==> src/include/pcmt_pkg.sv <==
package pcmt_pkg;

  // ----------------------------------------------------------------
  // message type codes
  // ----------------------------------------------------------------
  localparam logic [2:0] MSG_LTR = 3'h0;
  localparam logic [2:0] MSG_OBFF = 3'h1;
  localparam logic [2:0] MSG_SSPL = 3'h2;
  localparam logic [2:0] MSG_PME = 3'h3;

  // ----------------------------------------------------------------
  // latency report field positions
  // ----------------------------------------------------------------
  localparam int LTR_SNP_REQ_BIT = 31;
  localparam int LTR_SNP_PASID_HI = 30;
  localparam int LTR_SNP_PASID_LO = 29;
  localparam int LTR_SNP_SCALE_HI = 28;
  localparam int LTR_SNP_SCALE_LO = 26;
  localparam int LTR_SNP_VAL_HI = 25;
  localparam int LTR_SNP_VAL_LO = 16;
  localparam int LTR_NSP_REQ_BIT = 15;
  localparam int LTR_NSP_PASID_HI = 14;
  localparam int LTR_NSP_PASID_LO = 13;
  localparam int LTR_NSP_SCALE_HI = 12;
  localparam int LTR_NSP_SCALE_LO = 10;
  localparam int LTR_NSP_VAL_HI = 9;
  localparam int LTR_NSP_VAL_LO = 0;

  // ----------------------------------------------------------------
  // sideband positions and other fields
  // ----------------------------------------------------------------
  localparam int SB_WIDTH = 183;
  localparam int SB_SNP_PASID_HI = 182;
  localparam int SB_SNP_PASID_LO = 181;
  localparam int SB_NSP_PASID_HI = 180;
  localparam int SB_NSP_PASID_LO = 179;
  localparam int SSPL_HI = 9;
  localparam int PME_FN_HI = 7;
  localparam logic [7:0] PME_FN_MAX = 8'h03;

  // ----------------------------------------------------------------
  // timing
  // ----------------------------------------------------------------
  localparam int DONE_PULSE_CYCLES = 1;
  localparam int DEF_PROC_CYCLES = 4;

endpackage

==> src/include/pcmt_if.sv <==
`timescale 1ns/10ps
`default_nettype none
// request / completion carrier between user logic and the core
interface pcmt_if;
  logic msg_tx_request_alias;
  logic [2:0] msg_tx_type;
  logic [31:0] msg_tx_data;
  logic msg_tx_done;

  modport core (
    input msg_tx_request_alias, msg_tx_type, msg_tx_data,
    output msg_tx_done
  );
  modport user (
    output msg_tx_request_alias, msg_tx_type, msg_tx_data,
    input msg_tx_done
  );
endinterface
`default_nettype wire

==> src/pcmt_core.sv <==
`timescale 1ns/10ps
`default_nettype none
module pcmt_core #(
  parameter int PROC_CYCLES = pcmt_pkg::DEF_PROC_CYCLES,
  parameter bit PASID_CAPABILITY_OPTION = 1'b0
) (
  // clock and reset
  input wire logic ref_clk_i,
  input wire logic reset_n_i,
  // link
  pcmt_if.core link,
  // decoded message out
  output logic msg_valid_o,
  output logic [2:0] msg_type_o,
  output logic msg_snp_req_o,
  output logic [2:0] msg_snp_scale_o,
  output logic [9:0] msg_snp_value_o,
  output logic msg_nsp_req_o,
  output logic [2:0] msg_nsp_scale_o,
  output logic [9:0] msg_nsp_value_o,
  output logic [9:0] msg_sspl_o,
  output logic [1:0] msg_pme_fn_o,
  output logic msg_error_o,
  output logic [pcmt_pkg::SB_WIDTH-1:0] request_stream_user_sideband_o
);

  // ----------------------------------------------------------------
  // elaboration checks
  // ----------------------------------------------------------------
  // the counter is eight bits, so longer processing cannot be served
  if (PROC_CYCLES < 1 || PROC_CYCLES > 255) begin : g_bad_proc_cycles
    $error("PROC_CYCLES out of range");
  end

  typedef enum logic [1:0] {PCMT_IDLE, PCMT_BUSY, PCMT_DONE, PCMT_WAIT} pcmt_state_e;

  pcmt_state_e state_reg, state_next;
  logic [7:0] cnt_reg, cnt_next;
  logic done_reg, done_next;
  logic valid_reg, valid_next;
  logic [2:0] type_reg, type_next;
  logic [31:0] data_reg, data_next;
  logic err_reg, err_next;
  logic [pcmt_pkg::SB_WIDTH-1:0] sb_reg, sb_next;

  // request legal for its type code and pme function
  function automatic logic req_legal(input logic [2:0] t, input logic [31:0] d);
    logic ok;
    ok = (t <= pcmt_pkg::MSG_PME);
    if (t == pcmt_pkg::MSG_PME && d[pcmt_pkg::PME_FN_HI:0] > pcmt_pkg::PME_FN_MAX)
      ok = 1'b0;
    return ok;
  endfunction

  // ----------------------------------------------------------------
  // request sequencer
  // ----------------------------------------------------------------
  // one request with the default four processing cycles, edge by edge:
  //   c1 idle core takes the word and loads the counter with three
  //   c2 to c4 the counter runs down to zero
  //   c5 done and valid rise for one cycle, the sideband loads
  //   c6 done falls and the user end lowers its request
  //   c7 second skipped edge; a new word is taken from c8 on
  // the two skipped edges cost throughput but keep a late drop from
  // being taken again as a fresh request
  logic take_req;
  logic last_cycle;

  // take only from idle, and never when the option removes the port
  assign take_req = (state_reg == PCMT_IDLE) && link.msg_tx_request_alias
    && !PASID_CAPABILITY_OPTION;
  assign last_cycle = (state_reg == PCMT_BUSY) && (cnt_reg == 8'h0);

  // next state, counter and the two pulses
  always_comb begin
    state_next = state_reg;
    cnt_next = cnt_reg;
    done_next = 1'b0;
    valid_next = 1'b0;
    unique case (state_reg)
      PCMT_IDLE: begin
        // port absent when option built: request ignored
        if (take_req) begin
          cnt_next = 8'(PROC_CYCLES - 1);
          state_next = PCMT_BUSY;
        end
      end
      PCMT_BUSY: begin
        if (last_cycle) begin
          valid_next = !err_reg; // reserved requests complete silently
          done_next = 1'b1; // exactly one cycle
          state_next = PCMT_DONE;
        end else begin
          cnt_next = cnt_reg - 8'h1;
        end
      end
      PCMT_DONE: begin
        // user drops request now; guard against a stale level
        state_next = PCMT_WAIT;
      end
      PCMT_WAIT: begin
        state_next = PCMT_IDLE;
      end
    endcase
  end

  // sequencer registers
  always_ff @(posedge ref_clk_i) begin
    if (!reset_n_i) begin
      state_reg <= PCMT_IDLE;
      cnt_reg <= 8'h0;
      done_reg <= 1'b0;
      valid_reg <= 1'b0;
    end else begin
      state_reg <= state_next;
      cnt_reg <= cnt_next;
      done_reg <= done_next;
      valid_reg <= valid_next;
    end
  end

  // ----------------------------------------------------------------
  // captured request and its legality
  // ----------------------------------------------------------------
  // sampled once on the take edge, the user end holds it meanwhile
  always_comb begin
    type_next = type_reg;
    data_next = data_reg;
    err_next = err_reg;
    if (take_req) begin
      type_next = link.msg_tx_type;
      data_next = link.msg_tx_data;
      err_next = !req_legal(link.msg_tx_type, link.msg_tx_data);
      if (link.msg_tx_type == pcmt_pkg::MSG_OBFF)
        data_next = 32'h0; // content ignored
    end
  end

  // captured word stays until the next take
  always_ff @(posedge ref_clk_i) begin
    if (!reset_n_i) begin
      type_reg <= 3'h0;
      data_reg <= 32'h0;
      err_reg <= 1'b0;
    end else begin
      type_reg <= type_next;
      data_reg <= data_next;
      err_reg <= err_next;
    end
  end

  // ----------------------------------------------------------------
  // pasid sideband
  // ----------------------------------------------------------------
  // loads only when a legal latency report completes; other bits stay zero
  always_comb begin
    sb_next = sb_reg;
    if (last_cycle && type_reg == pcmt_pkg::MSG_LTR && !err_reg) begin
      sb_next[pcmt_pkg::SB_SNP_PASID_HI:pcmt_pkg::SB_SNP_PASID_LO] =
        data_reg[pcmt_pkg::LTR_SNP_PASID_HI:pcmt_pkg::LTR_SNP_PASID_LO];
      sb_next[pcmt_pkg::SB_NSP_PASID_HI:pcmt_pkg::SB_NSP_PASID_LO] =
        data_reg[pcmt_pkg::LTR_NSP_PASID_HI:pcmt_pkg::LTR_NSP_PASID_LO];
    end
  end

  // held between reports, so a later flush request leaves it alone
  always_ff @(posedge ref_clk_i) begin
    if (!reset_n_i) begin
      sb_reg <= '0;
    end else begin
      sb_reg <= sb_next;
    end
  end

  // ----------------------------------------------------------------
  // done and valid pulses, then field outputs held from the captured word
  // ----------------------------------------------------------------
  assign link.msg_tx_done = done_reg;
  assign msg_valid_o = valid_reg;
  assign msg_type_o = type_reg;
  assign msg_error_o = err_reg;

  // snoop half of a latency report
  assign msg_snp_req_o = data_reg[pcmt_pkg::LTR_SNP_REQ_BIT];
  assign msg_snp_scale_o = data_reg[pcmt_pkg::LTR_SNP_SCALE_HI:pcmt_pkg::LTR_SNP_SCALE_LO];
  assign msg_snp_value_o = data_reg[pcmt_pkg::LTR_SNP_VAL_HI:pcmt_pkg::LTR_SNP_VAL_LO];

  // no-snoop half of a latency report
  assign msg_nsp_req_o = data_reg[pcmt_pkg::LTR_NSP_REQ_BIT];
  assign msg_nsp_scale_o = data_reg[pcmt_pkg::LTR_NSP_SCALE_HI:pcmt_pkg::LTR_NSP_SCALE_LO];
  assign msg_nsp_value_o = data_reg[pcmt_pkg::LTR_NSP_VAL_HI:pcmt_pkg::LTR_NSP_VAL_LO];

  // slot power word and pme function, meaningful only for their types
  assign msg_sspl_o = data_reg[pcmt_pkg::SSPL_HI:0];
  // only functions zero to three exist, so two bits carry them all
  assign msg_pme_fn_o = data_reg[1:0];
  assign request_stream_user_sideband_o = sb_reg;

endmodule // pcmt_core
`default_nettype wire

==> src/flat_wrapper.sv <==
// flat-port wrapper written by rule: the top's interface ports become plain ports
module pcmt_core_flat 
#(
  parameter int PROC_CYCLES = pcmt_pkg::DEF_PROC_CYCLES,
  parameter bit PASID_CAPABILITY_OPTION = 1'b0
)
  (ref_clk_i, reset_n_i, msg_valid_o, msg_type_o, msg_snp_req_o, msg_snp_scale_o, msg_snp_value_o, msg_nsp_req_o, msg_nsp_scale_o, msg_nsp_value_o, msg_sspl_o, msg_pme_fn_o, msg_error_o, request_stream_user_sideband_o, link_msg_tx_request_alias, link_msg_tx_type, link_msg_tx_data, link_msg_tx_done);
  pcmt_if link_i ();
  input wire logic ref_clk_i;
  input wire logic reset_n_i;
  output logic msg_valid_o;
  output logic [2:0] msg_type_o;
  output logic msg_snp_req_o;
  output logic [2:0] msg_snp_scale_o;
  output logic [9:0] msg_snp_value_o;
  output logic msg_nsp_req_o;
  output logic [2:0] msg_nsp_scale_o;
  output logic [9:0] msg_nsp_value_o;
  output logic [9:0] msg_sspl_o;
  output logic [1:0] msg_pme_fn_o;
  output logic msg_error_o;
  output logic [pcmt_pkg::SB_WIDTH-1:0] request_stream_user_sideband_o;
  input wire logic [$bits(link_i.msg_tx_request_alias)-1:0] link_msg_tx_request_alias;
  input wire logic [$bits(link_i.msg_tx_type)-1:0] link_msg_tx_type;
  input wire logic [$bits(link_i.msg_tx_data)-1:0] link_msg_tx_data;
  output wire logic [$bits(link_i.msg_tx_done)-1:0] link_msg_tx_done;
  assign link_i.msg_tx_request_alias = link_msg_tx_request_alias;
  assign link_i.msg_tx_type = link_msg_tx_type;
  assign link_i.msg_tx_data = link_msg_tx_data;
  assign link_msg_tx_done = link_i.msg_tx_done;
  pcmt_core #(.PROC_CYCLES(PROC_CYCLES), .PASID_CAPABILITY_OPTION(PASID_CAPABILITY_OPTION)) u_core (.ref_clk_i(ref_clk_i), .reset_n_i(reset_n_i), .link(link_i), .msg_valid_o(msg_valid_o), .msg_type_o(msg_type_o), .msg_snp_req_o(msg_snp_req_o), .msg_snp_scale_o(msg_snp_scale_o), .msg_snp_value_o(msg_snp_value_o), .msg_nsp_req_o(msg_nsp_req_o), .msg_nsp_scale_o(msg_nsp_scale_o), .msg_nsp_value_o(msg_nsp_value_o), .msg_sspl_o(msg_sspl_o), .msg_pme_fn_o(msg_pme_fn_o), .msg_error_o(msg_error_o), .request_stream_user_sideband_o(request_stream_user_sideband_o));
endmodule
==> config.mk <==
export PLATFORM = sky130hd
export DESIGN_NAME = pcmt_core_flat
export DESIGN_NICKNAME = d
export VERILOG_FILES = /design/src/include/pcmt_pkg.sv /design/src/include/pcmt_if.sv /design/src/pcmt_core.sv /design/src/flat_wrapper.sv
export SDC_FILE = /design/constraint.sdc
export NUM_CORES = 1
export LEC_CHECK = 0
export BUFFER_PORTS_ARGS = -buffer_cell sky130_fd_sc_hd__buf_2
export CAP_MARGIN = 20
export CORE_AREA = 2 2 104 106
export DETAILED_ROUTE_END_ITERATION = 7
export DIE_AREA = 0 0 106 108
export PLACE_DENSITY = 0.72
export SLEW_MARGIN = 10
export SYNTH_ARGS = -nofsm -noshare
export SYNTH_HDL_FRONTEND = slang
export SYNTH_SLANG_ARGS = --single-unit
==> constraint.sdc <==
create_clock -name ref_clk_i -period 2.5 [get_ports ref_clk_i]
set_clock_uncertainty 0.2 [all_clocks]
set_input_delay 0.5 -clock ref_clk_i [delete_from_list [all_inputs] [get_ports ref_clk_i]]
set_output_delay 0.5 -clock ref_clk_i [all_outputs]
set_load 0.01 [all_outputs]
==> impl_metrics.env <==
export IMPL_rows=37
export IMPL_yosysTopAreaCellShare_pct=44.6
export IMPL_clk_latency_ns=0.31
export IMPL_required_ns=2.50
export IMPL_cp_start_kind="flop"
export IMPL_root_buffer="clkbuf_8"
export IMPL_layout_nets=525
export IMPL_power_leakage_nw=1.86
export IMPL_vias=2270
export IMPL_p_per_area_nw_per_um2=862
export IMPL_drc=0
export IMPL_die_y_um=108
export IMPL_synth_edff_count=0
export IMPL_largest_reg_flops=32
export IMPL_synth_ff_type="dfxtp_1"
export IMPL_numClockSinks=52
export IMPL_dieArea_sq_um=11400
export IMPL_ctsHoldBuffers=0
export IMPL_fmax_ghz=0.452
export IMPL_yosys_register_bits=52
export IMPL_cp_slowest_cell="or4bb_1"
export IMPL_wl_per_cell_um=9.72
export IMPL_overflow=0
export IMPL_vias_per_cell=3.67
export IMPL_cts_path_max_buffers=2
export IMPL_rsz0062_at_grt="no"
export IMPL_first_global_vias=1794
export IMPL_cp_slowest_stage_delay_ns=0.63
export IMPL_dieWidth_um=106
export IMPL_final_antenna_net_count=0
export IMPL_cp_max_fo=8
export IMPL_grt_usage_pct=9.41
export IMPL_post_route_util_pct=33.1
export IMPL_grt_pass1_wl_um=8650
export IMPL_ys_top_cells_by_count="217 x buf_4, 52 x dfxtp_1, 43 x nor2_1"
export IMPL_final_setup_viol_count=0
export IMPL_critPathKind="flop to flop"
export IMPL_total_power_mw=2.92
export IMPL_yosysMostFrequentCell="buf_4"
export IMPL_fin_area_sq_um=3390
export IMPL_final_layout_size_suffix_gt1_share_pct=22.0
export IMPL_cap_violations=0
export IMPL_cts_setup_buffers=0
export IMPL_hold_class="input port to flop"
export IMPL_crit_arrival_ns=2.21
export IMPL_final_period_utilization_pct=88.5
export IMPL_tns_ns=0
export IMPL_drt_iter0_markers=67
export IMPL_htree_levels=2
export IMPL_pin_count=267
export IMPL_drt_pass1_iterations=4
export IMPL_path_clk_slew_ns=0.10
export IMPL_grt_max_degree=37
export IMPL_slew_viol_final=0
export IMPL_start_util_pct=35.7
export IMPL_placed_area_sq_um=3290
export IMPL_syn_area_per_cell_sq_um=8.41
export IMPL_antenna_found_initial=0
export IMPL_crit_buf_inv=1
export IMPL_diodes=0
export IMPL_core_area_sq_um=10200
export IMPL_cts_resized=0
export IMPL_hold_worst_slack_ns=0.217
export IMPL_synth_area_leaders="buf_4 45%, dfxtp_1 29%, a22oi_1 6.6%"
export IMPL_outcome="complete, no violations"
export IMPL_synth_warnings=0
export IMPL_yosysTopAreaCell="buf_4"
export IMPL_synth_cells=434
export IMPL_path_cells="inv_1 > ha_1 > or4bb_1 > or3_4 > mux2i_1 > nor2_1"
export IMPL_period_needed_ns=2.21
export IMPL_dpl_hpwl_um=4660
export IMPL_synth_seq_area_share_pct=28.5
export IMPL_ir_drop_v=0.000341
export IMPL_yosys_cell_types_count=34
export IMPL_critPathTopFamily="simple AND/OR/NAND/NOR gates"
export IMPL_area_growth_pct=-7.16
export IMPL_drt_total_wl_um=6000
export IMPL_place_gp_congestion=0.835
export IMPL_nFillCells=1103
export IMPL_netlist_area_sq_um=3650
export IMPL_end_kind="flop"
export IMPL_port_buffer_count=87
export IMPL_synthArstFlopShare_pct=0
export IMPL_cts_tree="done"
export IMPL_cts_buffers=5
export IMPL_hold_violations=0
[power breakdown]
group / leakage (nW) / total [mW] / switching [mW] / internal (mW)
logic: 1.39 / 1.28 / 0.793 / 0.486
clock network: 0.0463 / 0.514 / 0.308 / 0.206
registers: 0.426 / 1.13 / 0.128 / 1.00
total: 1.86 / 2.92 / 1.23 / 1.69
[stage by stage]
stage	cells	worst slack (ns)
2_1_floorplan	612	0.332
3_3_place_gp	610	0.347
3_5_place_dp	610	0.279
4_1_cts	618	0.266
5_1_grt	618	0.110
6_report	618	0.287
[per-layer routing]
| metal | up-vias | track usage [%] | routed length (um) |
|---|---|---|---|
| met2 | 147 | 16.3 | 3050 |
| li1 | 1111 | - | - |
| met5 | - | 0 | 0 |
| met1 | 1004 | 11.3 | 2310 |
| met4 | 0 | 3.76 | 89 |
| met3 | 8 | 2.17 | 555 |
[cell usage in the layout (no fill, tap or decap)]
| cell | instances |
|---|---|
| a21oi_1 | 9 |
| a21oi_4 | 1 |
| a221oi_1 | 1 |
| a22oi_1 | 32 |
| a31oi_1 | 1 |
| buf_12 | 1 |
| buf_2 | 87 |
| buf_4 | 4 |
| clkbuf_8 | 5 |
| clkinv_1 | 1 |
| clkinv_4 | 1 |
| clkinvlp_4 | 1 |
| conb_1 | 179 |
| dfxtp_1 | 52 |
| ha_1 | 6 |
| inv_1 | 7 |
| inv_8 | 1 |
| mux2_2 | 1 |
| mux2i_1 | 6 |
| nand2_1 | 11 |
| nand3_1 | 1 |
| nand4_1 | 1 |
| nor2_1 | 43 |
| nor3_1 | 2 |
| nor4_1 | 3 |
| o2111ai_1 | 1 |
| o211ai_1 | 1 |
| o21a_1 | 1 |
| o21ai_0 | 6 |
| o21ai_1 | 2 |
| o31ai_1 | 1 |
| o41ai_2 | 1 |
| or2_2 | 1 |
| or3_1 | 3 |
| or3_4 | 1 |
| or4_1 | 2 |
| or4_4 | 1 |
| or4bb_1 | 1 |
| xor2_1 | 3 |
[worst min-delay path, cell delays in order]
cell and delay [ns]:
buf_2 0.07, a22oi_1 0.05, nor2_1 0.07
[final timing paths]
check | start | endpoint | slack (ns) | depth (start not counted)
worst max-delay path | u_core.cnt_reg[1] | u_core.request_stream_user_sideband_o[181] | 0.29 | 6
worst min-delay path | link_msg_tx_data[22] | u_core.data_reg[22] | 0.22 | 3
worst max register to register | u_core.cnt_reg[1] | u_core.request_stream_user_sideband_o[181] | 0.29 | 6
worst min register to register | u_core.msg_type_o[2] | u_core.msg_type_o[2] | 0.27 | 2
[final cells by class]
| type | count | area, sq um | share of cell area (%) |
|---|---|---|---|
| clock buffer | 5 | 68.8 | 2.03 |
| clock inverter | 3 | 27.5 | 0.812 |
| inverter | 8 | 30.0 | 0.886 |
| multi-input combinational | 322 | 1570 | 46.2 |
| sequential | 52 | 1040 | 30.7 |
| tap | 136 | 170 | 5.02 |
| timing repair buffer | 92 | 485 | 14.3 |
[logic make-up after synthesis]
family | share of synthesized area, %
adder cells (fa/ha/maj) | 2.06
other | 0.103
XOR/XNOR | 0.720
buffers and inverters | 47.2
multiplexers | 1.95
flip-flops | 28.5
AND/OR/NAND/NOR | 8.67
AO/OA/AOI/OAI | 10.8
Note: power is estimated with default switching activity, not from simulation.
